$ cat config.mk
export PLATFORM = sky130hd
export DESIGN_NAME = susre_engine
export DESIGN_NICKNAME = d
export VERILOG_FILES = /design/src/core/susre_pkg.sv /design/src/core/susre_engine.sv
export SDC_FILE = /design/constraint.sdc
export NUM_CORES = 1
export LEC_CHECK = 0
export BUFFER_PORTS_ARGS = -buffer_cell sky130_fd_sc_hd__buf_2
export CORE_ASPECT_RATIO = 1.75
export CORE_MARGIN = 1.5
export CORE_UTILIZATION = 63
export CTS_CLUSTER_SIZE = 25
export DETAILED_ROUTE_END_ITERATION = 6
export HOLD_SLACK_MARGIN = 0.12
export PLACE_DENSITY = 0.86
export SYNTH_ARGS = -nofsm -noshare
export SYNTH_HDL_FRONTEND = slang
export SYNTH_SLANG_ARGS = --single-unit
$ cat constraint.sdc
create_clock -name clock_i -period 5.6 [get_ports clock_i]
set_input_delay 0.56 -clock clock_i [delete_from_list [all_inputs] [get_ports clock_i]]
set_output_delay 0.56 -clock clock_i [all_outputs]
set_load 0.005 [all_outputs]
$ cat src/core/susre_pkg.sv
/*
 * susre_pkg: register map, field positions, reset values and state type of the
 * synchronous serial receive/transmit engine.
 * Assumes a 32-bit Avalon-MM slave port with byte addresses.
 */
package susre_pkg;

	// byte offsets of the register words
	localparam logic [4:0] OFF_TX_STATUS = 5'h00;
	localparam logic [4:0] OFF_RX_STATUS = 5'h04;
	localparam logic [4:0] OFF_RX_DATA   = 5'h08;
	localparam logic [4:0] OFF_TX_HOLD   = 5'h0c;
	localparam logic [4:0] OFF_BAUD      = 5'h10;
	localparam logic [4:0] OFF_IRQ       = 5'h14;

	// transmit status/control fields
	localparam int TXS_CLK_SRC     = 7;
	localparam int TXS_NINE        = 6;
	localparam int TXS_TX_EN       = 5;
	localparam int TXS_SHIFT_EMPTY = 1;
	localparam int TXS_NINTH       = 0;

	// receive status/control fields
	localparam int RXS_PORT_EN = 7;
	localparam int RXS_NINE    = 6;
	localparam int RXS_SINGLE  = 5;
	localparam int RXS_CONT    = 4;
	localparam int RXS_OVERRUN = 1;
	localparam int RXS_NINTH   = 0;

	// interrupt flag/enable word
	localparam int IRQ_RX_FLAG   = 0;
	localparam int IRQ_TX_FLAG   = 1;
	localparam int IRQ_RX_ENABLE = 8;
	localparam int IRQ_TX_ENABLE = 9;

	// reset values and character geometry
	localparam logic [15:0] BAUD_RST   = 16'h0003;
	localparam logic [3:0]  CHAR_BITS8 = 4'h8;
	localparam logic [3:0]  CHAR_BITS9 = 4'h9;
	localparam logic [1:0]  FIFO_DEPTH = 2'h2;

	typedef enum logic [1:0] {
		ST_IDLE,
		ST_TX,
		ST_RX
	} susre_state_type;

endpackage

$ cat src/core/susre_engine.sv
/*
 * susre_engine: synchronous half-duplex serial port (master and slave) with
 * two-entry receive FIFO, overrun handling, 9-bit characters and an
 * Avalon-MM register slave.
 * Assumes serial pins arrive asynchronously and are resolved to wires by the
 * surroundings from the output enables; half period of the master clock is
 * (baud divisor + 1) system clocks and must exceed the synchroniser latency.
 */
`timescale 1ns/1ps

module susre_engine (
	input  wire logic        clock_i,
	input  wire logic        rst_n_i,
	input  wire logic        ce_i,
	input  wire logic [4:0]  avs_address_i,
	input  wire logic        avs_read_i,
	input  wire logic        avs_write_i,
	input  wire logic [31:0] avs_writedata_i,
	output logic      [31:0] avs_readdata_o,
	output logic             avs_waitrequest_o,
	input  wire logic        serial_data_line_i,
	output logic             serial_data_line_o,
	output logic             serial_data_line_oe_n_o,
	input  wire logic        serial_clock_line_i,
	output logic             serial_clock_line_o,
	output logic             serial_clock_line_oe_n_o,
	output logic             receive_irq_flag_o,
	output logic             transmit_irq_flag_o,
	output logic             wake_irq_o
);

	typedef struct packed {
		logic                      bus_ack;
		logic [31:0]               rdata;
		logic                      clock_source_sel;
		logic                      tx_nine_bit_sel;
		logic                      transmit_enable_ctl;
		logic                      tx_ninth_bit;
		logic                      port_enable_ctl;
		logic                      rx_nine_bit_sel;
		logic                      single_receive_ctl;
		logic                      continuous_receive_ctl;
		logic                      receive_irq_enable;
		logic                      transmit_irq_enable;
		logic [15:0]               baud_div;
		logic [1:0][8:0]           fifo;
		logic [1:0]                fifo_cnt;
		logic                      rd_ptr;
		logic                      overrun_error_flag;
		logic                      overrun_single;
		logic [8:0]                receive_shift_reg;
		logic [3:0]                bit_cnt;
		susre_pkg::susre_state_type state;
		logic [8:0]                transmit_holding_reg;
		logic                      hold_full;
		logic [8:0]                transmit_shift_reg;
		logic [3:0]                tx_bits;
		logic [15:0]               baud_cnt;
		logic                      clk_out;
		logic                      data_out;
		logic [1:0]                data_sync;
		logic [1:0]                clk_sync;
		logic                      clk_prev;
	} susre_regs_type;

	susre_regs_type r;
	susre_regs_type next_r;

	function automatic logic [3:0] char_bits(input logic nine);
		char_bits = nine ? susre_pkg::CHAR_BITS9 : susre_pkg::CHAR_BITS8;
	endfunction

	logic       req;
	logic       accept;
	logic       rx_mode;
	logic       tx_mode;
	logic [8:0] head;

	assign req     = avs_read_i | avs_write_i;
	assign accept  = req & r.bus_ack & ce_i;
	assign head    = r.fifo[r.rd_ptr];
	// slave reception depends on continuous receive only
	assign rx_mode = r.clock_source_sel ? (r.single_receive_ctl | r.continuous_receive_ctl)
		: r.continuous_receive_ctl;
	assign tx_mode = ~r.single_receive_ctl & ~r.continuous_receive_ctl;

	always_comb begin
		logic       rise;
		logic       fall;
		logic       run;
		logic [8:0] shifted;
		logic [8:0] char;
		logic       wr_ptr;
		next_r  = r;
		rise    = 1'b0;
		fall    = 1'b0;
		run     = 1'b0;
		shifted = 9'h000;
		char    = 9'h000;
		wr_ptr  = 1'b0;

		// bus handshake: request sampled, answered on the following edge
		next_r.bus_ack = req & ~r.bus_ack;
		if (req & ~r.bus_ack) begin
			next_r.rdata = 32'h0000_0000;
			unique case (avs_address_i)
				susre_pkg::OFF_TX_STATUS: begin
					next_r.rdata[susre_pkg::TXS_CLK_SRC]     = r.clock_source_sel;
					next_r.rdata[susre_pkg::TXS_NINE]        = r.tx_nine_bit_sel;
					next_r.rdata[susre_pkg::TXS_TX_EN]       = r.transmit_enable_ctl;
					next_r.rdata[susre_pkg::TXS_SHIFT_EMPTY] = r.state != susre_pkg::ST_TX;
					next_r.rdata[susre_pkg::TXS_NINTH]       = r.tx_ninth_bit;
				end
				susre_pkg::OFF_RX_STATUS: begin
					next_r.rdata[susre_pkg::RXS_PORT_EN] = r.port_enable_ctl;
					next_r.rdata[susre_pkg::RXS_NINE]    = r.rx_nine_bit_sel;
					next_r.rdata[susre_pkg::RXS_SINGLE]  = r.single_receive_ctl;
					next_r.rdata[susre_pkg::RXS_CONT]    = r.continuous_receive_ctl;
					next_r.rdata[susre_pkg::RXS_OVERRUN] = r.overrun_error_flag;
					next_r.rdata[susre_pkg::RXS_NINTH]   = head[8];
				end
				susre_pkg::OFF_RX_DATA: begin
					next_r.rdata[7:0] = head[7:0];
				end
				susre_pkg::OFF_BAUD: begin
					next_r.rdata[15:0] = r.baud_div;
				end
				susre_pkg::OFF_IRQ: begin
					next_r.rdata[susre_pkg::IRQ_RX_FLAG]   = r.fifo_cnt != 2'h0;
					next_r.rdata[susre_pkg::IRQ_TX_FLAG]   = transmit_irq_flag_o;
					next_r.rdata[susre_pkg::IRQ_RX_ENABLE] = r.receive_irq_enable;
					next_r.rdata[susre_pkg::IRQ_TX_ENABLE] = r.transmit_irq_enable;
				end
				default: begin
					next_r.rdata = 32'h0000_0000;
				end
			endcase
		end

		// pins cross into the clock domain through two flip-flops
		next_r.data_sync = {r.data_sync[0], serial_data_line_i};
		next_r.clk_sync  = {r.clk_sync[0], serial_clock_line_i};
		next_r.clk_prev  = r.clk_sync[1];

		// pop before push so a full FIFO read in the same cycle frees a slot
		if (accept & avs_read_i & (avs_address_i == susre_pkg::OFF_RX_DATA)) begin
			if (r.fifo_cnt != 2'h0) begin
				next_r.fifo_cnt = r.fifo_cnt - 2'h1;
				next_r.rd_ptr   = ~r.rd_ptr;
			end
			if (r.overrun_error_flag & r.overrun_single) begin
				next_r.overrun_error_flag = 1'b0;
			end
		end
		if (r.overrun_error_flag & ~r.overrun_single & ~r.continuous_receive_ctl) begin
			next_r.overrun_error_flag = 1'b0;
		end

		// master clock: idles low, toggles every (divisor + 1) cycles while a character runs
		if (r.clock_source_sel) begin
			run = r.port_enable_ctl & ((r.state == susre_pkg::ST_TX)
				| ((r.state == susre_pkg::ST_RX) & rx_mode & ~r.overrun_error_flag));
			if (run) begin
				if (r.baud_cnt == r.baud_div) begin
					next_r.baud_cnt = 16'h0000;
					next_r.clk_out  = ~r.clk_out;
					rise            = ~r.clk_out;
					fall            = r.clk_out;
				end else begin
					next_r.baud_cnt = r.baud_cnt + 16'h0001;
				end
			end else begin
				next_r.baud_cnt = 16'h0000;
				next_r.clk_out  = 1'b0;
			end
		end else begin
			rise = r.clk_sync[1] & ~r.clk_prev;
			fall = ~r.clk_sync[1] & r.clk_prev;
		end

		unique case (r.state)
			susre_pkg::ST_IDLE: begin
				next_r.bit_cnt = 4'h0;
				if (rx_mode) begin
					next_r.state = susre_pkg::ST_RX;
				end else if (r.transmit_enable_ctl & r.hold_full) begin
					next_r.transmit_shift_reg = r.transmit_holding_reg;
					next_r.tx_bits            = char_bits(r.tx_nine_bit_sel);
					next_r.hold_full          = 1'b0;
					next_r.state              = susre_pkg::ST_TX;
				end
			end
			susre_pkg::ST_RX: begin
				if (!rx_mode) begin
					// partial character is thrown away, clock already parked low
					next_r.state    = susre_pkg::ST_IDLE;
					next_r.clk_out  = 1'b0;
					next_r.baud_cnt = 16'h0000;
				end else if (fall) begin
					shifted = {r.data_sync[1], r.receive_shift_reg[8:1]};
					next_r.receive_shift_reg = shifted;
					if (r.bit_cnt == char_bits(r.rx_nine_bit_sel) - 4'h1) begin
						next_r.bit_cnt = 4'h0;
						char = r.rx_nine_bit_sel ? shifted : {1'b0, shifted[8:1]};
						if (r.clock_source_sel) begin
							next_r.single_receive_ctl = 1'b0;
						end
						if (!r.overrun_error_flag) begin
							if (next_r.fifo_cnt != susre_pkg::FIFO_DEPTH) begin
								wr_ptr = r.rd_ptr ^ next_r.fifo_cnt[0];
								next_r.fifo[wr_ptr] = char;
								next_r.fifo_cnt     = next_r.fifo_cnt + 2'h1;
							end else begin
								next_r.overrun_error_flag = 1'b1;
								next_r.overrun_single     = ~r.continuous_receive_ctl;
							end
						end
					end else begin
						next_r.bit_cnt = r.bit_cnt + 4'h1;
					end
				end
			end
			susre_pkg::ST_TX: begin
				if (rx_mode | ~r.transmit_enable_ctl) begin
					next_r.state    = susre_pkg::ST_IDLE;
					next_r.clk_out  = 1'b0;
					next_r.baud_cnt = 16'h0000;
				end else if (rise) begin
					next_r.data_out = r.transmit_shift_reg[0];
				end else if (fall) begin
					next_r.transmit_shift_reg = {1'b0, r.transmit_shift_reg[8:1]};
					if (r.bit_cnt == r.tx_bits - 4'h1) begin
						next_r.bit_cnt = 4'h0;
						if (r.hold_full) begin
							next_r.transmit_shift_reg = r.transmit_holding_reg;
							next_r.tx_bits            = char_bits(r.tx_nine_bit_sel);
							next_r.hold_full          = 1'b0;
						end else begin
							next_r.state = susre_pkg::ST_IDLE;
						end
					end else begin
						next_r.bit_cnt = r.bit_cnt + 4'h1;
					end
				end
			end
			default: begin
				next_r.state = susre_pkg::ST_IDLE;
			end
		endcase

		// software writes land after the engine so a software set beats a hardware clear
		if (accept & avs_write_i) begin
			unique case (avs_address_i)
				susre_pkg::OFF_TX_STATUS: begin
					next_r.clock_source_sel    = avs_writedata_i[susre_pkg::TXS_CLK_SRC];
					next_r.tx_nine_bit_sel     = avs_writedata_i[susre_pkg::TXS_NINE];
					next_r.transmit_enable_ctl = avs_writedata_i[susre_pkg::TXS_TX_EN];
					next_r.tx_ninth_bit        = avs_writedata_i[susre_pkg::TXS_NINTH];
				end
				susre_pkg::OFF_RX_STATUS: begin
					next_r.port_enable_ctl        = avs_writedata_i[susre_pkg::RXS_PORT_EN];
					next_r.rx_nine_bit_sel        = avs_writedata_i[susre_pkg::RXS_NINE];
					next_r.single_receive_ctl     = avs_writedata_i[susre_pkg::RXS_SINGLE];
					next_r.continuous_receive_ctl = avs_writedata_i[susre_pkg::RXS_CONT];
				end
				susre_pkg::OFF_TX_HOLD: begin
					// a write while full replaces the waiting word; software waits for the flag
					next_r.transmit_holding_reg = {r.tx_ninth_bit, avs_writedata_i[7:0]};
					next_r.hold_full            = 1'b1;
				end
				susre_pkg::OFF_BAUD: begin
					next_r.baud_div = avs_writedata_i[15:0];
				end
				susre_pkg::OFF_IRQ: begin
					next_r.receive_irq_enable  = avs_writedata_i[susre_pkg::IRQ_RX_ENABLE];
					next_r.transmit_irq_enable = avs_writedata_i[susre_pkg::IRQ_TX_ENABLE];
				end
				default: begin
					next_r.baud_div = next_r.baud_div;
				end
			endcase
		end

		// port disabled holds the serial engine in reset; control bits survive
		if (!r.port_enable_ctl) begin
			next_r.state              = susre_pkg::ST_IDLE;
			next_r.fifo_cnt           = 2'h0;
			next_r.rd_ptr             = 1'b0;
			next_r.overrun_error_flag = 1'b0;
			next_r.overrun_single     = 1'b0;
			next_r.hold_full          = 1'b0;
			next_r.bit_cnt            = 4'h0;
			next_r.baud_cnt           = 16'h0000;
			next_r.clk_out            = 1'b0;
			next_r.data_out           = 1'b0;
		end
	end

	always_ff @(posedge clock_i) begin
		if (!rst_n_i) begin
			r          <= '0;
			r.baud_div <= susre_pkg::BAUD_RST;
		end else if (ce_i) begin
			r <= next_r;
		end
	end

	assign avs_readdata_o    = r.rdata;
	assign avs_waitrequest_o = req & ~(r.bus_ack & ce_i);

	assign serial_data_line_o       = r.data_out;
	// data driver only in transmit configuration, released while receiving
	assign serial_data_line_oe_n_o  = ~(r.port_enable_ctl & tx_mode
		& r.transmit_enable_ctl);
	assign serial_clock_line_o      = r.clk_out;
	assign serial_clock_line_oe_n_o = ~(r.port_enable_ctl & r.clock_source_sel);

	assign receive_irq_flag_o  = r.fifo_cnt != 2'h0;
	assign transmit_irq_flag_o = r.port_enable_ctl & r.transmit_enable_ctl & ~r.hold_full;
	// wake request works in slave mode with no software activity
	assign wake_irq_o = (receive_irq_flag_o & r.receive_irq_enable)
		| (transmit_irq_flag_o & r.transmit_irq_enable);

endmodule // susre_engine

Word level (Yosys, flattened, before mapping)
Cells that the tools add are included.
{"block": "totals", "elab_cells": 231, "reg_bits": 127, "inputBits": 44}
{"block": "op_classes", "muxes": 83, "n_lt_le_gt_ge": 3, "n_bitwise": 45, "n_reduce_logical": 20, "n_eq_ne": 42, "n_addsub": 6}
{"cell": "$mux 14", "count": 6}
{"cell": "$mux 17", "count": 4}
{"cell": "$mux 9", "count": 4}
{"cell": "$reduce_and 7->1", "count": 5}
{"cell": "$mux 2", "count": 17}
{"cell": "$pmux 17 s2", "count": 1}
{"cell": "$mux 16", "count": 2}
{"cell": "$mux 15", "count": 2}
{"cell": "$pmux 14 s2", "count": 1}
{"cell": "$and 1x1->1", "count": 25}
{"cell": "$mux 6", "count": 4}
{"cell": "$mux 1", "count": 23}
{"cell": "$mux 20", "count": 1}
{"cell": "$ne 2x1->1 const B", "count": 10}
{"cell": "$ne 2x2->1 const B", "count": 10}
{"cell": "$bwmux 18", "count": 1}
{"cell": "$mux 18", "count": 1}
{"cell": "$reduce_and 3->1", "count": 6}
{"cell": "$add 16x1->16 const B", "count": 1}
{"cell": "$eq 16x16->1", "count": 1}
{"cell": "$mux 4", "count": 4}
{"cell": "$not 1->1", "count": 14}
{"cell": "$mux 13", "count": 1}
{"cell": "$ne 3x3->1 const B", "count": 4}
{"cell": "other kinds (36)", "count": 51}

Logic depth before layout (Yosys ltp)
Gate-level depths: netlist of run 1.
{"block": "logic_depth", "word_depth": 15, "depth_mapped": 12, "ltp_nobuf": 10}

Worst setup path before layout of run 1
OpenSTA, ideal clock, no wires.
{"block": "synth_timing", "path_type": "reg2reg", "from": "register r[18] (netlist bit)", "to": "register r[23] (netlist bit)", "arrival_time_ns": 2.571, "path_buffers": 0, "synth_period_minus_slack_ns": 2.687, "required_time_ns": 5.484, "path_stages_with_launch": 11, "setup_ns": 0.116, "slack_ns": 2.913, "path_cell_list": "dfxtp_1 -> xnor2_1 -> nand4_1 -> nor4_4 -> ha_1 -> and3b_1 -> a21oi_2 -> a2111oi_4 -> o21a_1 -> mux2i_1 -> nor2b_1"}
{"block": "synth_via", "elab_chain_len": 6, "elab_cells_between_ends": 10, "classes_between": "3 x eq/ne; 6 x mux; 1 x reduce/logical"}
{"item": "from (decl)", "line_no": "susre_engine.sv:66", "text": "susre_regs_type r;"}
{"item": "from (signal assigned)", "line_no": "susre_engine.sv:304", "text": "r <= next_r;"}
{"item": "$eq 16x16->1 (*)", "line_no": "susre_engine.sv:164", "text": "if (r.baud_cnt == r.baud_div) begin"}
{"item": "$mux 1", "line_no": "susre_engine.sv:164"}
{"item": "$mux 1", "line_no": "susre_engine.sv:163", "text": "if (run) begin"}
{"item": "$mux 1", "line_no": "susre_engine.sv:160", "text": "if (r.clock_source_sel) begin"}
{"item": "$ne 2x1->1 (no line) / $ne 2x2->1 (equally long branches)"}
{"item": "$reduce_and 9->1 (no line) (*)"}
Mark *: on every way between the ends. The rest lies on a longest branch, timed or not.
A chain may end at the register's enable or synchronous reset.

Worst setup path after layout of run 1
{"block": "layout_timing", "from": "register r[14] (netlist bit)", "to": "register r[73] (netlist bit)"}
{"block": "layout_via", "elab_chain_len": 5}
{"item": "$eq 16x16->1", "line_no": "susre_engine.sv:164"}
{"item": "$mux 1", "line_no": "susre_engine.sv:164"}
{"item": "$mux 1", "line_no": "susre_engine.sv:163"}
{"item": "$mux 1", "line_no": "susre_engine.sv:160"}
{"item": "$reduce_and 7->1 (no line)"}
No other way between the ends.

==> results of run 1 <==
==> area by class of cell <==
class                      count  area share (%)
clock buffer                  20            6.10
clock inverter                12            2.22
inverter                      19           0.974
multi-input combinational    553            50.8
sequential                   124            33.9
tap                          127            2.17
timing repair buffer          54            3.79
==> registers in the layout, summed over array words and instances, names as in the netlist <==
register	cells
avs_readdata_o	16
next_r	3
r	103
serial_clock_line_o	1
serial_data_line_o	1
==> metrics by stage <==
stage / utilization (%) / area, um^2 / setup slack, ps / hold WS (ps)
2_1_floorplan: - / 6700 / 2910 / 431
3_3_place_gp: 65.6 / 6710 / 2140 / 441
3_5_place_dp: 65.6 / 6710 / 2010 / 448
4_1_cts: 71.5 / 7320 / 1940 / 386
5_1_grt: 71.5 / 7320 / 1660 / 406
6_report: 71.5 / 7320 / 1940 / 384
==> worst register-to-register path, cell delays in order (launching register included) <==
cell and delay [ps]:
sky130_fd_sc_hd__dfxtp_1 470, sky130_fd_sc_hd__xnor2_1 180, sky130_fd_sc_hd__nand4_1 160, sky130_fd_sc_hd__nor4_4 500, sky130_fd_sc_hd__ha_1 290, sky130_fd_sc_hd__nand2_1 110, sky130_fd_sc_hd__a211oi_2 370, sky130_fd_sc_hd__nand3_1 320
sky130_fd_sc_hd__nor3b_2 870, sky130_fd_sc_hd__mux2i_1 310
==> worst paths after layout <==
kind | end | slack, ps | depth (start not counted)
setup / recovery | r[73]$_SDFFE_PN0P_ | 1940 | 9
hold / removal | r[95]$_SDFFE_PN0P_ | 380 | 3
setup reg to reg | r[73]$_SDFFE_PN0P_ | 1940 | 9
hold reg to reg | r[71]$_SDFFE_PN0P_ | 460 | 2
==> layer usage <==
layer | track usage, % | share of wire, %
met1 | 33.3 | 38
met2 | 52.9 | 53
met3 | 5.33 | 3.7
met4 | 18.9 | 5.1
met5 | 0 | 0
==> where the power goes <==
part | leakage (nW) | total [mW] | switching, mW | internal (mW)
Clock | 0.292 | 1.13 | 0.413 | 0.716
Combinational | 1.49 | 0.0802 | 0.0506 | 0.0296
Sequential | 1.00 | 0.892 | 0.00446 | 0.888
==> cells by family (layout without fill, tap and decap cells) <==
logic type	Yosys count	after routing	synth area share (%)
flip-flops	124	124	37.4
XOR/XNOR	22	22	2.90
adder cells (fa/ha/maj)	10	10	1.85
other	1	16	0.0565
AND/OR/NAND/NOR	269	269	21.2
multiplexers	73	73	11.2
buffers and inverters	91	105	7.40
AO/OA/AOI/OAI	163	163	18.0
==> layout by cell type (no fill, tap or decap), types with 5 or more instances in the layout <==
cell                        count
sky130_fd_sc_hd__buf_2         51
sky130_fd_sc_hd__o22ai_1        5
sky130_fd_sc_hd__o21a_1         5
sky130_fd_sc_hd__o211ai_1       6
sky130_fd_sc_hd__nand4_1       17
sky130_fd_sc_hd__dfxtp_1      124
sky130_fd_sc_hd__nand2b_1       5
sky130_fd_sc_hd__mux2_2         9
sky130_fd_sc_hd__ha_1           9
sky130_fd_sc_hd__a22oi_1       13
sky130_fd_sc_hd__nand2_1      100
sky130_fd_sc_hd__and3_1         6
sky130_fd_sc_hd__clkbuf_16     17
sky130_fd_sc_hd__nor3_1         9
sky130_fd_sc_hd__conb_1        16
sky130_fd_sc_hd__xnor2_1       20
sky130_fd_sc_hd__o21ai_0       26
sky130_fd_sc_hd__mux2i_1       63
sky130_fd_sc_hd__a21o_1         5
sky130_fd_sc_hd__nor3b_1        5
sky130_fd_sc_hd__nor2_1        26
sky130_fd_sc_hd__a21boi_0      25
sky130_fd_sc_hd__a21oi_1       28
sky130_fd_sc_hd__inv_1         17
sky130_fd_sc_hd__nand3_1       23
sky130_fd_sc_hd__nor2b_1       48
==> results.md, run 1 <==
Logic synthesis:
- Yosys attributes the largest share of cell area to sky130_fd_sc_hd__dfxtp_1 37%, sky130_fd_sc_hd__mux2i_1 9.5%, sky130_fd_sc_hd__nand2_1 5.7%.
- Among all cell types in the netlist, the one instantiated most often is sky130_fd_sc_hd__dfxtp_1.
- The count of flip-flops with a built-in enable after synthesis is 0.
- The most common flop cell mapped by yosys is sky130_fd_sc_hd__dfxtp_1.
- The number of different library cells in the post-synthesis netlist is 79.
- The sequential area share after synthesis is 37.4%.
- In this run the cell area of the synthesized design comes to 6640 um^2.
- The share of synthesized area in the top cell type comes to 37.4%.
- Counting flops with an async set or reset pin after synthesis yields a share of 0%.
- After synthesis, the most frequently instantiated cells are 124 x sky130_fd_sc_hd__dfxtp_1, 100 x sky130_fd_sc_hd__nand2_1, 63 x sky130_fd_sc_hd__mux2i_1.
- The flip-flop and latch count after synthesis is 124.
- The cell taking the most area after synthesis is sky130_fd_sc_hd__dfxtp_1.
- The average instance in the mapped netlist occupies 8.82 um^2.
- The number of warnings printed during yosys synthesis is 0.
- Counting every instance in the synthesized netlist gives 753.

Clock tree:
- The clock tree from TritonCTS is done.
- At the later pin of the worst-skew pair, clock insertion delay measures 430 ps.
- The root buffer cell is sky130_fd_sc_hd__clkbuf_16.
- After clock tree synthesis, the clock-pin slew on the worst setup and hold paths is 60 ps.
- Clock tree synthesis inserted a total of 17 buffers.
- The quantity of hold-fixing buffers added after cts is 0.
- The total clock sinks is 124.
- The clock passes through at most 2 buffers.
- The H-tree depth is 4.
- The total setup buffers inserted after CTS is 0.
- Gates resized during post-CTS repair numbered 0.

Drt:
- The final route contains 5,610 vias.
- The length of the first detailed-routing pass in iterations is 5.
- The number of nets with antenna violations after detailed routing is 0.
- After detailed routing, the total wire length is 16.4 mm.
- Dividing the detail-routed wire length by the instance count gives 18.0 um.
- For this run, design rule violations remaining after detail routing come to 0.
- The detailed router's first-iteration violation count is 427.
- Dividing the detail-routed via count by the number of cells gives 6.17.

Pwr:
- The cell leakage power is 2.78 nW.
- The power density relative to cell area is 287 nW/um^2.
- The overall power consumption is 2.10 mW.
- The highest ir drop seen on vdd is 0.262 mV.

Final layout:
- The fraction of layout instances using a drive strength above 1 is 14.5%.
- The count of fill cells added during filler insertion is 777.
- The net count of the finished layout is 822.
- 0 antenna diodes ended up in the layout.
- The non-filler instance count after layout is 909.
- The multi-input combinational cells in the finished layout cover a total of 3720 um^2.
- From synthesis to final layout, the design area changed by 10.3%.
- The sequential standard cell area is 2480 um^2.

Global routing:
- The number of global-route vias before repair is 5,449.
- The global-route wire length before repair is 26.4 mm.
- Global routing used 30.5% of the available tracks.
- The initial antenna violation count is 0.
- Entering global routing, the biggest net connects 76 pins.
- The global-route congestion overflow total is 0.

Floorplan:
- Measured along the y axis, the die boundary spans 139 um.
- After floorplanning, the core was divided into 49 placement rows.
- The area of the core is 10,200 um^2.
- The effective utilization at floorplan is 64.9%.
- The number of I/O pins is 84.
- In this run the horizontal extent of the chip is 80.6 um.
- The die area is 11,200 um^2.

Timing:
- Headroom to the max-slew limit came out at 24.7%.
- Setup repair after global routing left no endpoint under its margin.
- At the pin with the least slew margin, the transition time is 1120 ps.
- The setup TNS is 0 ps.
- Clock skew on the completed layout was measured at 9.08 ps.
- The count of pins over their slew limit is 0.
- The share of the clock period used by the worst path after layout is 65.3%.
- The final hold violation count is 0.
- The count of endpoints failing setup in the final report is 0.
- The routed design could run at a clock period as short as 3660 ps.
- Based on the critical path, the design can be clocked at up to 0.274 GHz.

Placement:
- The HPWL after detailed placement is 11.7 mm.
- The congestion estimate from routability-driven global placement came to 0.935.
- The placed instance count is 877.
- The count of input and output buffers is 51.

Critical path:
- The peak fanout along the critical path is 9.
- The worst setup path is captured at a register.
- The data arrival time at the worst-slack endpoint is 4000 ps.
- Traced cell by cell, the critical path runs through xnor2_1 > nand4_1 > nor4_4 > ha_1 > nand2_1 > a211oi_2 > nand3_1 > nor3b_2 > mux2i_1.
- STA classifies the critical path startpoint as a register.
- The launching element of the worst setup path is r[14]$_SDFFE_PN0P_.
- The worst setup path is of the reg2reg kind.
- On the worst path, the slowest cell contributes a delay of 870 ps.
- The family of cells with the greatest summed delay on the critical path is simple AND/OR/NAND/NOR gates.
- The worst-path cell with the longest stage delay is sky130_fd_sc_hd__nor3b_2.
- The launch instance of the worst register-to-register path is r[14]$_SDFFE_PN0P_.
- The buffering stage count on the worst path with inverters included is 0.
- At the worst endpoint, the required time is 5940 ps.

Worst hold path:
- The origin of the worst min-delay path is avs_writedata_i[11].
- The worst min-delay path category is in2reg.

Run:
- Across the run, the number of max-cap violations was 0.

Run status:
- The flow ran to the end, and the final reports show no timing, DRC or antenna violations.
(Power assumes the default switching activity.)
==> run 2: changes to the inputs <==
ABC_AREA = 1   (was default)
CORE_UTILIZATION = 58   (was 63)
PLACE_DENSITY = 0.8   (was 0.86)
clock period = 3.6 ns   (was 5.6 ns; I/O delays follow)
==> run 2 against run 1 <==
Critical path depth rose by 9. Clock skew fell by 1.9 ps. Maximum frequency rose by 28%. Largest power group unchanged. Design area rose by 2.0%. Critical endpoint is now r[23]$_SDFFE_PN0P_. Largest cell class unchanged.
==> results.md, run 2 <==
Pwr:
- The clock network power share was 54.5% (was 53.7%).
- The combinational fraction of design power is 4.9% (was 3.8%).
- The switching power is 0.760 mW (was 0.468 mW).
- The cell leakage power came to 2.98 nW (was 2.78 nW).
- The highest ir drop seen on vdd was 0.452 mV (was 0.262 mV).
- The switching part of the total was 22.0% (was 22.3%).
- The cell-internal power was 2.70 mW (was 1.63 mW).
- The power density relative to cell area is 463 nW/um^2 (was 287 nW/um^2).
- The sequential cell fraction of total power came to 40.6% (was 42.5%).
- The overall power consumption came to 3.46 mW (was 2.10 mW).

Final layout:
- The number of flip-flops in the largest register is 103 (unchanged).
- The area added between synthesis and finish is 12.2% (was 10.3%).
- The non-filler instance count after layout came to 1,156 (was 909).
- The leading cell type in the layout, fill and taps excluded is sky130_fd_sc_hd__nand2_1 (was sky130_fd_sc_hd__dfxtp_1).
- The share of the core filled with cells was 66.9% (was 71.5%).
- The fraction of layout instances using a drive strength above 1 is 12.1% (was 14.5%).
- The register bank with the most flops is r (unchanged).
- Top library cells by usage in the layout, fill and taps aside: 207 x sky130_fd_sc_hd__nand2_1, 126 x sky130_fd_sc_hd__nor2_1, 124 x sky130_fd_sc_hd__dfxtp_1 (was 124 x sky130_fd_sc_hd__dfxtp_1, 100 x sky130_fd_sc_hd__nand2_1, 63 x sky130_fd_sc_hd__mux2i_1).
- The net count of the finished layout was 1,064 (was 822).
- The count of inserted antenna diode cells is 0 (unchanged).

Timing:
- The maximum clock frequency came to 0.351 GHz (was 0.274 GHz).
- The count of pins over their slew limit came to 0 (unchanged).
- The max-slew headroom at the worst pin is 32.4% (was 24.7%).
- The count of endpoints failing setup in the final report is 0 (unchanged).
- The share of the clock period used by the worst path after layout is 79.1% (was 65.3%).
- RSZ-0062 raised after global routing: no (unchanged).
- The final hold violation count is 0 (unchanged).
- The post-route minimum period is 2850 ps (was 3660 ps).
- The worst setup margin was 753 ps (was 1940 ps).
- The setup TNS was 0 ps (unchanged).
- The transition time of the tightest slew-check pin came to 1010 ps (was 1120 ps).
- The clock skew is 7.20 ps (was 9.08 ps).

Logic synthesis:
- The flip-flop and latch count after synthesis is 124 (unchanged).
- The post-synthesis cell count came to 987 (was 753).
- The cell taking the most area after synthesis is sky130_fd_sc_hd__dfxtp_1 (unchanged).
- The cell area after synthesis was 6660 um^2 (was 6640 um^2).
- The most common flop cell mapped by yosys is sky130_fd_sc_hd__dfxtp_1 (unchanged).
- The number of warnings printed during yosys synthesis is 0 (unchanged).
- The number of different library cells in the post-synthesis netlist came to 46 (was 79).
- The count of flip-flops with a built-in enable after synthesis is 0 (unchanged).
- The average cell area after synthesis came to 6.75 um^2 (was 8.82 um^2).
- Most used standard cells in the synthesized netlist: 207 x sky130_fd_sc_hd__nand2_1, 126 x sky130_fd_sc_hd__nor2_1, 124 x sky130_fd_sc_hd__dfxtp_1 (was 124 x sky130_fd_sc_hd__dfxtp_1, 100 x sky130_fd_sc_hd__nand2_1, 63 x sky130_fd_sc_hd__mux2i_1).
- The top cell type's share of synthesized area is 37.3% (was 37.4%).
- Cell types with the largest area share after synthesis: sky130_fd_sc_hd__dfxtp_1 37%, sky130_fd_sc_hd__nand2_1 12%, sky130_fd_sc_hd__o21ai_0 8.8% (was sky130_fd_sc_hd__dfxtp_1 37%, sky130_fd_sc_hd__mux2i_1 9.5%, sky130_fd_sc_hd__nand2_1 5.7%).
- The fraction of registers with async set or reset after synthesis is 0% (unchanged).
- The most common cell in the synthesized netlist is sky130_fd_sc_hd__nand2_1 (was sky130_fd_sc_hd__dfxtp_1).
- The sequential area share after synthesis is 37.3% (was 37.4%).

Placement:
- The HPWL after detailed placement is 12.5 mm (was 11.7 mm).
- The worst setup slack before clock tree synthesis was 861 ps (was 2010 ps).
- The weighted congestion at the end of routability-driven global placement was 0.918 (was 0.935).
- The count of input and output buffers is 51 (unchanged).
- The placed instance count is 1,124 (was 877).

Critical path:
- The peak fanout along the critical path came to 10 (was 9).
- The type of destination of the critical path is a register (unchanged).
- The delay of the slowest cell on the worst path was 510 ps (was 870 ps).
- The worst-path cell with the longest stage delay is sky130_fd_sc_hd__dfxtp_1 (was sky130_fd_sc_hd__nor3b_2).
- The kind of start point of the critical path was a register (unchanged).
- Critical path cell sequence: inv_1 > or2_1 > nand3_1 > nor2_1 > nand4_1 > inv_1 > ha_1 > nand2_1 > inv_1 > nand2_2 > nand2_4 > nand2_4 > nor2_2 > o21ai_2 > inv_2 > nand2_1 > nand2_1 > a21oi_1 (was xnor2_1 > nand4_1 > nor4_4 > ha_1 > nand2_1 > a211oi_2 > nand3_1 > nor3b_2 > mux2i_1).
- The endpoint required time on the critical path is 3940 ps (was 5940 ps).
- The data arrival time at the worst-slack endpoint was 3190 ps (was 4000 ps).
- The type of the worst setup path is reg2reg (unchanged).

Global routing:
- The overall track demand over capacity in global routing was 29.8% (was 30.5%).
- The global-route congestion overflow total came to 0 (unchanged).
- The number of global-route vias before repair is 6,097 (was 5,449).
- The pin count of the biggest net entering global routing came to 53 (was 76).
- The global-route wire length before repair is 28.6 mm (was 26.4 mm).
- The initial antenna violation count is 0 (unchanged).

Drt:
- The remaining design rule violation count came to 0 (unchanged).
- The length of the first detailed-routing pass in iterations was 5 (unchanged).
- The overall routed net length is 17.6 mm (was 16.4 mm).
- The via count of the routed design is 6,543 (was 5,610).
- The detailed router's first-iteration violation count came to 460 (was 427).
- The via-per-instance ratio is 5.66 (was 6.17).
- The final routed wire length divided by cell count came to 15.2 um (was 18.0 um).
- The number of nets with antenna violations after detailed routing is 0 (unchanged).

Floorplan:
- The effective utilization at floorplan is 59.6% (was 64.9%).
- The number of I/O pins came to 84 (unchanged).
- The chip height was 145 um (was 139 um).
- The area of the core is 11,200 um^2 (was 10,200 um^2).
- The x dimension of the die is 84.0 um (was 80.6 um).
- The die area was 12,200 um^2 (was 11,200 um^2).
- The number of standard-cell rows in the floorplan is 51 (was 49).

Clock tree:
- The quantity of hold-fixing buffers added after cts is 0 (unchanged).
- The quantity of gates resized following cts is 0 (unchanged).
- The CTS buffer count is 17 (unchanged).
- The clock slew seen by the registers of the worst setup and hold paths is 60 ps (about the same).
- The insertion delay to the later sink of the worst-skew pair is 420 ps (was 430 ps).
- The H-tree depth is 4 (unchanged).
- The total clock sinks is 124 (unchanged).
- The total setup buffers inserted after CTS was 0 (unchanged).
- The buffer levels on the longest clock path was 2 (unchanged).
- The clock tree from TritonCTS is done (unchanged).
- The root buffer cell is sky130_fd_sc_hd__clkbuf_16 (unchanged).

Worst hold path:
- The worst min-delay path category is in2reg (unchanged).

Run status:
- Run status: finished, final reports clean (unchanged).

Run:
- The number of maximum-capacitance violations is 0 (unchanged).
-- run 2: worst max-delay path: cells and delay by family (launching register included) --
family / cells / cell delay (ps)
AO/OA/AOI/OAI: 2 / 400
flip-flops: 1 / 510
buffers and inverters: 4 / 430
AND/OR/NAND/NOR: 11 / 1220
adder cells (fa/ha/maj): 1 / 200
-- run 2: stage by stage --
stage          cell area, um^2  hold slack, ps
6_report                  7470             163
5_1_grt                   7470             177
4_1_cts                   7470             167
3_5_place_dp              6810             457
3_3_place_gp              6810             452
2_1_floorplan             6710             440
-- run 2: worst paths after layout --
path,startpoint,to,slack (ps),cells after the start
worst min register to register,r[30]$_SDFFE_PN0P_,r[30]$_SDFFE_PN0P_,470,2
worst max-delay path,r[18]$_SDFFE_PN0P_,r[23]$_SDFFE_PN0P_,750,18
worst min-delay path,serial_data_line_i,next_r[4]$_SDFFE_PN0P_,160,3
worst max register to register,r[18]$_SDFFE_PN0P_,r[23]$_SDFFE_PN0P_,750,18
-- run 2: layout make-up --
cell class | instances | area, um^2
Timing Repair Buffer | 60 | 323
Clock buffer | 19 | 443
Sequential cell | 124 | 2480
Inverter | 100 | 375
Fill cell | 948 | 3700
Clock inverter | 13 | 214
Tap cell | 132 | 165
Multi-Input combinational cell | 708 | 3470
-- run 2: routing by layer --
metal | vias to the layer above | share of wire [%] | track usage (%)
met1 | 3015 | 37 | 30.8
met5 | - | 0 | 0
met3 | 65 | 5.3 | 5.79
met4 | 0 | 4.9 | 17.6
li1 | 3220 | - | -
met2 | 243 | 53 | 55.5
-- run 2: cell families (layout without fill, tap and decap cells) --
family / Yosys count / in the layout / synth area share, %
compound gates: 248 / 248 / 20.0
xor+xnor: 23 / 23 / 3.14
fa+ha+maj: 9 / 9 / 1.69
buf+inv: 170 / 192 / 11.6
flops: 124 / 124 / 37.3
mux: 2 / 2 / 0.338
other cells: 1 / 16 / 0.0563
simple gates: 410 / 410 / 25.9
-- run 2: power groups by stage --
stage	logic [mW]	clock network, mW	registers (mW)
after floorplan	0.131	0	1.43
after global placement	0.163	0	1.43
after detailed placement	0.165	0	1.43
after CTS	0.166	1.89	1.40
after global routing	0.188	1.97	1.41
final	0.168	1.89	1.40
